## src/rtl/adc_cfg_defines.svh

```systemverilog
// offsets, field positions, codes, reset values and counts for the converter output path
`ifndef ADC_CFG_DEFINES_SVH
`define ADC_CFG_DEFINES_SVH
`define REG_CONTROL          8'h00
`define REG_PERF_ONE         8'h03
`define REG_GAIN_PATTERN     8'h25
`define REG_DRIVE            8'h26
`define REG_FORMAT           8'h3D
`define REG_USER_HIGH        8'h3F
`define REG_USER_LOW         8'h40
`define REG_IFACE_RISE       8'h41
`define REG_FALL_LATENCY     8'h42
`define REG_POWER            8'h43
`define REG_PERF_TWO         8'h4A
`define REG_BIAS             8'hBF
`define REG_TRIM_CTRL        8'hCF
`define MASK_PERF_ONE        8'h03
`define MASK_DRIVE           8'h03
`define MASK_FORMAT          8'hE0
`define MASK_USER_LOW        8'hF0
`define MASK_FALL_LATENCY    8'hCC
`define MASK_POWER           8'h53
`define MASK_PERF_TWO        8'h01
`define MASK_BIAS            8'hF0
`define MASK_TRIM_CTRL       8'hBC
`define CFG_RESET_BYTE       8'h00
`define SOFT_RESET_BIT       1
`define PERF_ONE_FIELD       1:0
`define GAIN_FIELD           7:4
`define GAIN_BYPASS_BIT      3
`define PATTERN_FIELD        2:0
`define CLOCK_DRIVE_BIT      1
`define DATA_DRIVE_BIT       0
`define FORMAT_FIELD         7:6
`define TRIM_ENABLE_BIT      5
`define USER_LOW_FIELD       7:4
`define IFACE_FIELD          7:6
`define SE_CLOCK_DRIVE_FIELD 5:4
`define RISE_ENABLE_BIT      3
`define RISE_AMOUNT_FIELD    2:1
`define FALL_ENABLE_BIT      0
`define FALL_AMOUNT_FIELD    7:6
`define DIGITAL_ENABLE_BIT   3
`define QUICK_SLEEP_BIT      2
`define FULL_SLEEP_BIT       6
`define DRIVER_OFF_BIT       4
`define SWING_FIELD          1:0
`define PERF_TWO_BIT         0
`define BIAS_FIELD           7:4
`define TRIM_HOLD_BIT        7
`define TRIM_WINDOW_FIELD    5:2
`define PAT_SAMPLES          3'h0
`define PAT_ZEROS            3'h1
`define PAT_ONES             3'h2
`define PAT_TOGGLE           3'h3
`define PAT_RAMP             3'h4
`define PAT_USER             3'h5
`define FMT_TWOS             2'h2
`define FMT_OFFSET           2'h3
`define IF_DDR               2'h1
`define IF_PARALLEL          2'h3
`define FIELD_ON             2'h3
`define RISE_ALIGN           2'h2
`define TOGGLE_WORD          12'h555
`define MID_CODE             12'h800
`define TRIM_BASE_SHIFT      6'h14
`define TRIM_MAX_CODE        4'hB
`define RAMP_DIV_LAST        2'h3
`define FRAME_LAST_BIT       4'hF
`endif

```

## src/rtl/adc_cfg_pkg.sv

```systemverilog
// types shared by the converter output path
package adc_cfg_pkg;
  typedef struct packed {
    logic sen_n;
    logic sclk;
    logic sdata;
  } serial_pins_type;

  typedef struct packed {
    logic [7:0] perf_one;
    logic [7:0] gain_pattern;
    logic [7:0] drive;
    logic [7:0] format;
    logic [7:0] user_high;
    logic [7:0] user_low;
    logic [7:0] iface_rise;
    logic [7:0] fall_lat;
    logic [7:0] power;
    logic [7:0] perf_two;
    logic [7:0] bias;
    logic [7:0] trim_ctrl;
  } cfg_type;

  typedef struct packed {
    logic       perf_boost_a;
    logic       perf_boost_b;
    logic       clock_driver_drive;
    logic       data_driver_drive;
    logic [1:0] single_ended_clock_drive;
    logic       swing_override;
    logic       rise_shift_enable;
    logic [1:0] rise_shift_amount;
    logic       fall_shift_enable;
    logic [1:0] fall_shift_amount;
    logic       ddr_mode;
    logic       quick_sleep;
    logic       full_sleep;
  } analog_cfg_type;

  typedef enum logic {link_idle, link_shift} link_state_type;
endpackage

```

## src/rtl/adc_output_path.sv

```systemverilog
// serial configuration registers and digital output path of the sampling converter
`timescale 1ns/1ps
`include "adc_cfg_defines.svh"

module adc_output_path (
  // clock and reset
  input  wire logic                            i_core_clk,
  input  wire logic                            i_rst,
  // serial configuration pins
  input  wire adc_cfg_pkg::serial_pins_type    i_serial,
  // straps
  input  wire logic                            i_format_strap,
  input  wire logic                            i_interface_strap,
  // converter samples, offset binary
  input  wire logic [11:0]                     i_sample,
  // output word and clock pins
  output logic      [11:0]                     o_data,
  output logic                                 o_data_oe,
  output logic                                 o_output_clock,
  output logic                                 o_clock_oe,
  // stored analog settings
  output adc_cfg_pkg::analog_cfg_type          o_analog
);
  import adc_cfg_pkg::*;

  function automatic logic [11:0] gain_coef(input logic [3:0] g);
    unique case (g)
      4'h0: gain_coef = 12'h400;
      4'h1: gain_coef = 12'h43D;
      4'h2: gain_coef = 12'h47D;
      4'h3: gain_coef = 12'h4C1;
      4'h4: gain_coef = 12'h509;
      4'h5: gain_coef = 12'h556;
      4'h6: gain_coef = 12'h5A6;
      4'h7: gain_coef = 12'h5FC;
      4'h8: gain_coef = 12'h657;
      4'h9: gain_coef = 12'h6B7;
      4'hA: gain_coef = 12'h71D;
      4'hB: gain_coef = 12'h789;
      default: gain_coef = 12'h7FB;
    endcase
  endfunction

  function automatic logic [11:0] sat12(input logic signed [27:0] v);
    if (v < 28'sh0) begin
      sat12 = 12'h000;
    end else if (v > 28'sh0000FFF) begin
      sat12 = 12'hFFF;
    end else begin
      sat12 = v[11:0];
    end
  endfunction

  // pin synchronisers; the first stage feeds only the second
  logic sen_s1, sen_s2, sclk_s1, sclk_s2, sclk_s3, sdata_s1, sdata_s2;
  logic fstrap_s1, fstrap_s2, istrap_s1, istrap_s2;

  always_ff @(posedge i_core_clk) begin
    if (i_rst) begin
      sen_s1    <= 1'b1;
      sen_s2    <= 1'b1;
      sclk_s1   <= 1'b0;
      sclk_s2   <= 1'b0;
      sclk_s3   <= 1'b0;
      sdata_s1  <= 1'b0;
      sdata_s2  <= 1'b0;
      fstrap_s1 <= 1'b0;
      fstrap_s2 <= 1'b0;
      istrap_s1 <= 1'b0;
      istrap_s2 <= 1'b0;
    end else begin
      sen_s1    <= i_serial.sen_n;
      sen_s2    <= sen_s1;
      sclk_s1   <= i_serial.sclk;
      sclk_s2   <= sclk_s1;
      sclk_s3   <= sclk_s2;
      sdata_s1  <= i_serial.sdata;
      sdata_s2  <= sdata_s1;
      fstrap_s1 <= i_format_strap;
      fstrap_s2 <= fstrap_s1;
      istrap_s1 <= i_interface_strap;
      istrap_s2 <= istrap_s1;
    end
  end

  // serial receiver: 8 address bits then 8 data bits, msb first, taken on clock rise
  link_state_type state, next_state;
  logic [3:0]     bit_cnt, next_bit_cnt;
  logic [14:0]    shreg, next_shreg;
  logic           sclk_rise, wr_en;
  logic [7:0]     wr_addr, wr_data;

  always_comb begin
    sclk_rise    = sclk_s2 & ~sclk_s3;
    next_state   = state;
    next_bit_cnt = bit_cnt;
    next_shreg   = shreg;
    wr_en        = 1'b0;
    wr_addr      = shreg[14:7];
    wr_data      = {shreg[6:0], sdata_s2};
    if (sen_s2) begin
      next_state   = link_idle;
      next_bit_cnt = 4'h0;
    end else begin
      next_state = link_shift;
      if (sclk_rise) begin
        next_shreg   = {shreg[13:0], sdata_s2};
        next_bit_cnt = 4'(bit_cnt + 4'h1);
        wr_en        = (bit_cnt == `FRAME_LAST_BIT);
      end
    end
  end

  always_ff @(posedge i_core_clk) begin
    if (i_rst) begin
      state   <= link_idle;
      bit_cnt <= 4'h0;
      shreg   <= 15'h0000;
    end else begin
      state   <= next_state;
      bit_cnt <= next_bit_cnt;
      shreg   <= next_shreg;
    end
  end

  // configuration registers; reserved bits are forced to zero on write
  cfg_type cfg, next_cfg;

  always_comb begin
    next_cfg = cfg;
    if (wr_en) begin
      unique case (wr_addr)
        // soft reset restores defaults, bit never stored
        `REG_CONTROL:      if (wr_data[`SOFT_RESET_BIT]) next_cfg = {12{`CFG_RESET_BYTE}};
        `REG_PERF_ONE:     next_cfg.perf_one = wr_data & `MASK_PERF_ONE;
        `REG_GAIN_PATTERN: next_cfg.gain_pattern = wr_data;
        `REG_DRIVE:        next_cfg.drive = wr_data & `MASK_DRIVE;
        `REG_FORMAT:       next_cfg.format = wr_data & `MASK_FORMAT;
        `REG_USER_HIGH:    next_cfg.user_high = wr_data;
        `REG_USER_LOW:     next_cfg.user_low = wr_data & `MASK_USER_LOW;
        `REG_IFACE_RISE:   next_cfg.iface_rise = wr_data;
        `REG_FALL_LATENCY: next_cfg.fall_lat = wr_data & `MASK_FALL_LATENCY;
        `REG_POWER:        next_cfg.power = wr_data & `MASK_POWER;
        `REG_PERF_TWO:     next_cfg.perf_two = wr_data & `MASK_PERF_TWO;
        `REG_BIAS:         next_cfg.bias = wr_data & `MASK_BIAS;
        `REG_TRIM_CTRL:    next_cfg.trim_ctrl = wr_data & `MASK_TRIM_CTRL;
        default:           next_cfg = cfg;
      endcase
    end
  end

  always_ff @(posedge i_core_clk) begin
    if (i_rst) begin
      cfg <= {12{`CFG_RESET_BYTE}};
    end else begin
      cfg <= next_cfg;
    end
  end

  // data path; one output word every two clocks
  logic                digital_on, trim_on, trim_hold, gain_on, buffers_off, twos, strobe;
  logic                phase, next_phase, toggle, next_toggle, clk_out, next_clk_out;
  logic [1:0]          ramp_div, next_ramp_div;
  logic [11:0]         ramp, next_ramp, corrected, gained, word, next_data;
  logic [3:0]          window;
  logic [5:0]          shift;
  logic signed [13:0]  target, dev;
  logic signed [47:0]  acc, next_acc, dev_wide;
  logic signed [12:0]  centered;
  logic signed [25:0]  product;
  analog_cfg_type      next_analog;

  always_comb begin
    strobe      = phase;
    digital_on  = cfg.fall_lat[`DIGITAL_ENABLE_BIT];
    buffers_off = cfg.power[`DRIVER_OFF_BIT] | cfg.power[`FULL_SLEEP_BIT] | cfg.fall_lat[`QUICK_SLEEP_BIT];
    trim_on     = digital_on & cfg.format[`TRIM_ENABLE_BIT];
    trim_hold   = cfg.trim_ctrl[`TRIM_HOLD_BIT];
    // target is mid-code plus signed bias
    target      = $signed({2'b00, `MID_CODE}) + 14'(signed'(cfg.bias[`BIAS_FIELD]));
    dev         = $signed({2'b00, i_sample}) - target;
    dev_wide    = 48'(signed'(dev)) <<< 32;
    // window 2^(20+code) clocks, codes above 1011 clamp
    window      = (cfg.trim_ctrl[`TRIM_WINDOW_FIELD] > `TRIM_MAX_CODE) ? `TRIM_MAX_CODE
                                                                        : cfg.trim_ctrl[`TRIM_WINDOW_FIELD];
    shift       = `TRIM_BASE_SHIFT + {2'b00, window};
    if (!trim_on) begin
      next_acc = 48'sh0;
    end else if (trim_hold) begin
      next_acc = acc;
    end else begin
      next_acc = acc + ((dev_wide - acc) >>> shift);
    end
    corrected = trim_on ? sat12(28'(signed'({6'b000000, i_sample})) - 28'(signed'(acc[47:32]))) : i_sample;
    // bypass bit or low latency skips gain
    gain_on   = digital_on & ~cfg.gain_pattern[`GAIN_BYPASS_BIT];
    centered  = $signed({1'b0, corrected}) - $signed({1'b0, `MID_CODE});
    product   = centered * $signed({1'b0, gain_coef(cfg.gain_pattern[`GAIN_FIELD])});
    gained    = gain_on ? sat12(28'(product >>> 10) + 28'(signed'({1'b0, `MID_CODE}))) : corrected;
    word = gained;
    if (digital_on) begin
      unique case (cfg.gain_pattern[`PATTERN_FIELD])
        `PAT_ZEROS:  word = 12'h000;
        `PAT_ONES:   word = 12'hFFF;
        `PAT_TOGGLE: word = toggle ? ~`TOGGLE_WORD : `TOGGLE_WORD;
        `PAT_RAMP:   word = ramp;
        `PAT_USER:   word = {cfg.user_high, cfg.user_low[`USER_LOW_FIELD]};
        default:     word = gained;
      endcase
    end
    // format coding last; twos complement flips the msb
    unique case (cfg.format[`FORMAT_FIELD])
      `FMT_TWOS:   twos = 1'b1;
      `FMT_OFFSET: twos = 1'b0;
      default:     twos = fstrap_s2;
    endcase
    next_data     = buffers_off ? 12'h000 : (strobe ? {word[11] ^ twos, word[10:0]} : o_data);
    next_phase    = ~phase;
    next_toggle   = strobe ? ~toggle : toggle;
    next_ramp_div = 2'(ramp_div + 2'h1);
    next_ramp     = (ramp_div == `RAMP_DIV_LAST) ? 12'(ramp + 12'h001) : ramp;
    // interface select, strap 0 means double data rate
    unique case (cfg.iface_rise[`IFACE_FIELD])
      `IF_DDR:      next_analog.ddr_mode = 1'b1;
      `IF_PARALLEL: next_analog.ddr_mode = 1'b0;
      default:      next_analog.ddr_mode = ~istrap_s2;
    endcase
    // in double data rate mode aligned rise follows the data change, otherwise rise is mid-word
    if (cfg.iface_rise[`RISE_ENABLE_BIT] && cfg.iface_rise[`RISE_AMOUNT_FIELD] == `RISE_ALIGN
        && next_analog.ddr_mode) begin
      next_clk_out = ~next_phase;
    end else begin
      next_clk_out = next_phase;
    end
    // pins released while buffers are down
    if (buffers_off) begin
      next_clk_out = 1'b0;
    end
    next_analog.perf_boost_a             = (cfg.perf_one[`PERF_ONE_FIELD] == `FIELD_ON);
    next_analog.perf_boost_b             = cfg.perf_two[`PERF_TWO_BIT];
    next_analog.clock_driver_drive       = cfg.drive[`CLOCK_DRIVE_BIT];
    next_analog.data_driver_drive        = cfg.drive[`DATA_DRIVE_BIT];
    next_analog.single_ended_clock_drive = cfg.iface_rise[`SE_CLOCK_DRIVE_FIELD];
    next_analog.swing_override           = (cfg.power[`SWING_FIELD] == `FIELD_ON);
    next_analog.rise_shift_enable        = cfg.iface_rise[`RISE_ENABLE_BIT];
    next_analog.rise_shift_amount        = cfg.iface_rise[`RISE_AMOUNT_FIELD];
    // fall shift handed to the clock buffer
    next_analog.fall_shift_enable        = cfg.iface_rise[`FALL_ENABLE_BIT];
    next_analog.fall_shift_amount        = cfg.fall_lat[`FALL_AMOUNT_FIELD];
    next_analog.quick_sleep              = cfg.fall_lat[`QUICK_SLEEP_BIT];
    next_analog.full_sleep               = cfg.power[`FULL_SLEEP_BIT];
  end

  always_ff @(posedge i_core_clk) begin
    if (i_rst) begin
      acc            <= 48'sh0;
      phase          <= 1'b0;
      toggle         <= 1'b0;
      ramp_div       <= 2'h0;
      ramp           <= 12'h000;
      o_data         <= 12'h000;
      o_data_oe      <= 1'b0;
      o_clock_oe     <= 1'b0;
      o_output_clock <= 1'b0;
      o_analog       <= '0;
    end else begin
      acc            <= next_acc;
      phase          <= next_phase;
      toggle         <= next_toggle;
      ramp_div       <= next_ramp_div;
      ramp           <= next_ramp;
      o_data         <= next_data;
      o_data_oe      <= ~buffers_off;
      o_clock_oe     <= ~buffers_off;
      o_output_clock <= next_clk_out;
      o_analog       <= next_analog;
    end
  end
endmodule

```

## config.mk

```make
export PLATFORM = sky130hd
export DESIGN_NAME = adc_output_path
export DESIGN_NICKNAME = d
export VERILOG_FILES = /design/src/rtl/adc_cfg_pkg.sv /design/src/rtl/adc_output_path.sv
export VERILOG_INCLUDE_DIRS = /design/src /design/src/rtl
export SDC_FILE = /design/constraint.sdc
export NUM_CORES = 1
export LEC_CHECK = 0
export ABC_AREA = 0
export BUFFER_PORTS_ARGS = -buffer_cell sky130_fd_sc_hd__buf_2
export CORE_MARGIN = 2
export CORE_UTILIZATION = 60
export DETAILED_ROUTE_END_ITERATION = 8
export GPL_TIMING_DRIVEN = 0
export PLACE_DENSITY = 0.77
export SETUP_SLACK_MARGIN = 0.1
export SLEW_MARGIN = 20
export SYNTH_ARGS = -nofsm -noshare
export SYNTH_HDL_FRONTEND = slang
export SYNTH_SLANG_ARGS = --single-unit
```

## constraint.sdc

```tcl
create_clock -name i_core_clk -period 29.3 [get_ports i_core_clk]
set_input_delay 4.395 -clock i_core_clk [delete_from_list [all_inputs] [get_ports i_core_clk]]
set_output_delay 4.395 -clock i_core_clk [all_outputs]
set_load 0.01 [all_outputs]
```

==> results.py <==
metrics = {
    "synth": {
        "synth.yosys.seq_area_share": 0.196,
        "synth_edf_count": 0,
        "ys_types": 87,
        "synth-main-ff-cell": "dfxtp_1",
        "synth_area_leaders": "dfxtp_1 (20%), fa_1 (14%), ha_1 (11%)",
        "async_reset_ff_frac": 0,
        "synth_commonest_cells": "nand2_1 (261), inv_1 (255), nor2_1 (224)",
        "synth.net_count": 2755,
        "netlist.area_leader.share": 0.196,
        "synth_area_leader_cell": "dfxtp_1",
        "yosysMostFrequentCell": "nand2_1",
        "avgSynthCellArea_um2": 7.79,
        "syn_inst": 2446,
        "syn_area_mm2": 0.0191,
        "synth_warnings": 0,
        "ys_ff_latch": 187,
    },
    "setup_path": {
        "worst-setup-path-type": "in2reg",
        "rrSetupSlack_ns": 18.67,
        "crit_path_max_fanout": 10,
        "worst_setup_path_end_kind": "flop",
        "max_stage_delay_ns": 0.82,
        "cp.arrival_ns": 14.70,
        "cp_slowest_cell": "o31ai_1",
        "regToRegStartpoint": "acc[32]$_SDFFE_PP0N_",
        "critical_path_required_ns": 29.64,
        "reg2reg_to": "o_data[11]$_SDFFE_PP0P_",
        "cp-start-kind": "input port",
        "r2r_cells": 39,
    },
    "detailed_routing": {
        "ant_nets": 0,
        "routed_wl_um": 52100,
        "drc": 0,
        "drt-wirelength-per-cell_um": 17.8,
        "avgViaCountPerCell": 6.06,
        "drt_iter0_drc": 1703,
        "drt_first_pass_iters": 8,
        "vias": 17800,
    },
    "floorplan": {
        "die-area_mm2": 0.0332,
        "design.core.area_mm2": 0.0314,
        "die_h_um": 182,
        "dieWidth_um": 182,
        "initial_core_util": 0.607,
        "ios": 50,
        "rows": 65,
    },
    "cts": {
        "cts_resized": 0,
        "numCtsBuffers": 17,
        "postCtsSetupRepairBufs": 0,
        "clock_path_buffers": 2,
        "cts-root-buf": "clkbuf_16",
        "cts_tree": "built",
        "clkTransAtPathRegs_ns": 0.08,
        "cts.sinks": 187,
        "clkLatencyLatePin_ns": 0.46,
        "htreeDepth": 4,
        "hold_buffers": 0,
    },
    "global_routing": {
        "antenna_found_initial": 0,
        "grt_use_total": 0.317,
        "grt_pass1_vias": 17000,
        "grt_pass1_wl_um": 85400,
        "grt_max_degree": 20,
        "overflow": 0,
    },
    "timing": {
        "hold_violations": 0,
        "maxSlewViolCount": 0,
        "rsz0062_at_grt": "false",
        "finalSetupViolations": 0,
        "fin_ws_ns": 14.94,
        "clock-skew-final_ns": 0.0121,
        "fin_crit_sh": 0.490,
        "min_period_ns": 14.36,
        "worst_slew_pin_slew_ns": 1.01,
        "setup-tns-final_ns": 0,
        "relSlewSlack": 0.321,
        "fmax_mhz": 69.7,
    },
    "min_path": {
        "min_to": "sen_s2$_SDFF_PP1_",
        "min_path_cells": 1,
        "hold_start": "sen_s1$_SDFF_PP1_",
        "hold_class": "reg2reg",
    },
    "final_layout": {
        "utilization": 0.652,
        "syn_to_final_growth_pct": 7.31,
        "drive_gt1_frac": 0.0589,
        "num_antenna_cells": 0,
        "final_net_count": 2824,
    },
    "placement": {
        "globalplace.congestion": 0.963,
        "dp_slack_ns": 14.60,
        "portBuffers": 49,
        "dp_hpwl_um": 41300,
    },
    "power": {
        "ir_drop_mv": 0.0401,
        "total_power_w": 0.000692,
        "p_leak_nw": 9.12,
        "p_per_area_mw_per_mm2": 33.9,
    },
    "run": {
        "max_cap_violations": 0,
    },
    "run_status": {
        "status": "completed",
    },
}
## power by group
| part | switching (W) | internal (W) | total (W) |
|---|---|---|---|
| Combinational | 0.000119 | 0.0000736 | 0.000192 |
| Sequential | 0.00000166 | 0.000256 | 0.000258 |
| Clock | 0.000120 | 0.000122 | 0.000242 |
| Total | 0.000240 | 0.000452 | 0.000692 |
## how the worst max path moves through the flow
stage | start | endpoint | depth (start not counted)
final | i_sample[0] | o_data[11]$_SDFFE_PP0P_ | 41
after global placement | i_sample[0] | o_data[11]$_SDFFE_PP0P_ | 41
after global routing | i_sample[0] | o_data[11]$_SDFFE_PP0P_ | 41
after detailed placement | i_sample[0] | o_data[11]$_SDFFE_PP0P_ | 41
after CTS | i_sample[0] | o_data[11]$_SDFFE_PP0P_ | 41
after floorplan | i_sample[0] | o_data[11]$_SDFFE_PP0P_ | 39
## worst max-delay path: cells and delay by family
kind,cells,cell delay [ns]
xor+xnor,1,0.18
compound gates,15,3.73
buf+inv,9,1.42
simple gates,7,1.66
fa+ha+maj,9,3.31
## final cells by class
class | count | area, µm²
timing repair buffer | 50 | 253
tap | 402 | 503
fill | 2719 | 10900
inverter | 256 | 961
buffer | 111 | 424
clock buffer | 17 | 425
multi-input combinational | 1892 | 14000
sequential | 187 | 3740
clock inverter | 15 | 186
## metal layers
layer	part of all wire	track usage	routed length, µm
met1	0.44	0.423	22900
met2	0.46	0.530	24100
met3	0.066	0.0423	3430
met4	0.033	0.112	1700
met5	0	0	0
## logic make-up (layout without fill, tap and decap cells)
| family | after synthesis | after routing | share of synthesized area |
|---|---|---|---|
| AO/OA/AOI/OAI | 574 | 574 | 0.191 |
| XOR/XNOR | 92 | 92 | 0.0437 |
| buffers and inverters | 367 | 449 | 0.0727 |
| multiplexers | 59 | 59 | 0.0316 |
| flip-flops | 187 | 187 | 0.196 |
| AND/OR/NAND/NOR | 877 | 877 | 0.223 |
| adder cells (fa/ha/maj) | 290 | 290 | 0.241 |
## flip-flops by register name, indices dropped and copies added, names as in the netlist, 2 cells and up, named ones only
signal    count
cfg          53
acc          48
o_analog     16
shreg        15
o_data       12
ramp         12
bit_cnt       4
ramp_div      2
## stage by stage
| step | area (µm²) | std cells | hold WS, ns |
|---|---|---|---|
| final | 20500 | 2930 | 0.420 |
| after global routing | 20500 | 2930 | 0.452 |
| after CTS | 20500 | 2930 | 0.421 |
| after detailed placement | 19800 | 2898 | 0.399 |
| after global placement | 19800 | 2897 | 0.399 |
| after floorplan | 19100 | 2446 | 0.389 |
## placed cells by master, fill, tap and decap left out, types with 47 or more instances in the layout
cell type,synthesis,layout
dfxtp_1,187,187
ha_1,161,161
nor2_1,224,224
mux2i_1,49,49
inv_1,255,255
o21ai_0,111,111
nand3_1,76,76
nor2b_1,54,54
xnor2_1,56,56
nand2_1,261,261
fa_1,129,129
nor3_1,54,54
a21o_1,47,47
buf_2,3,52
a21oi_1,221,221
clkbuf_1,95,95
and2_1,79,79
Note: power is estimated with default switching activity, not from simulation.
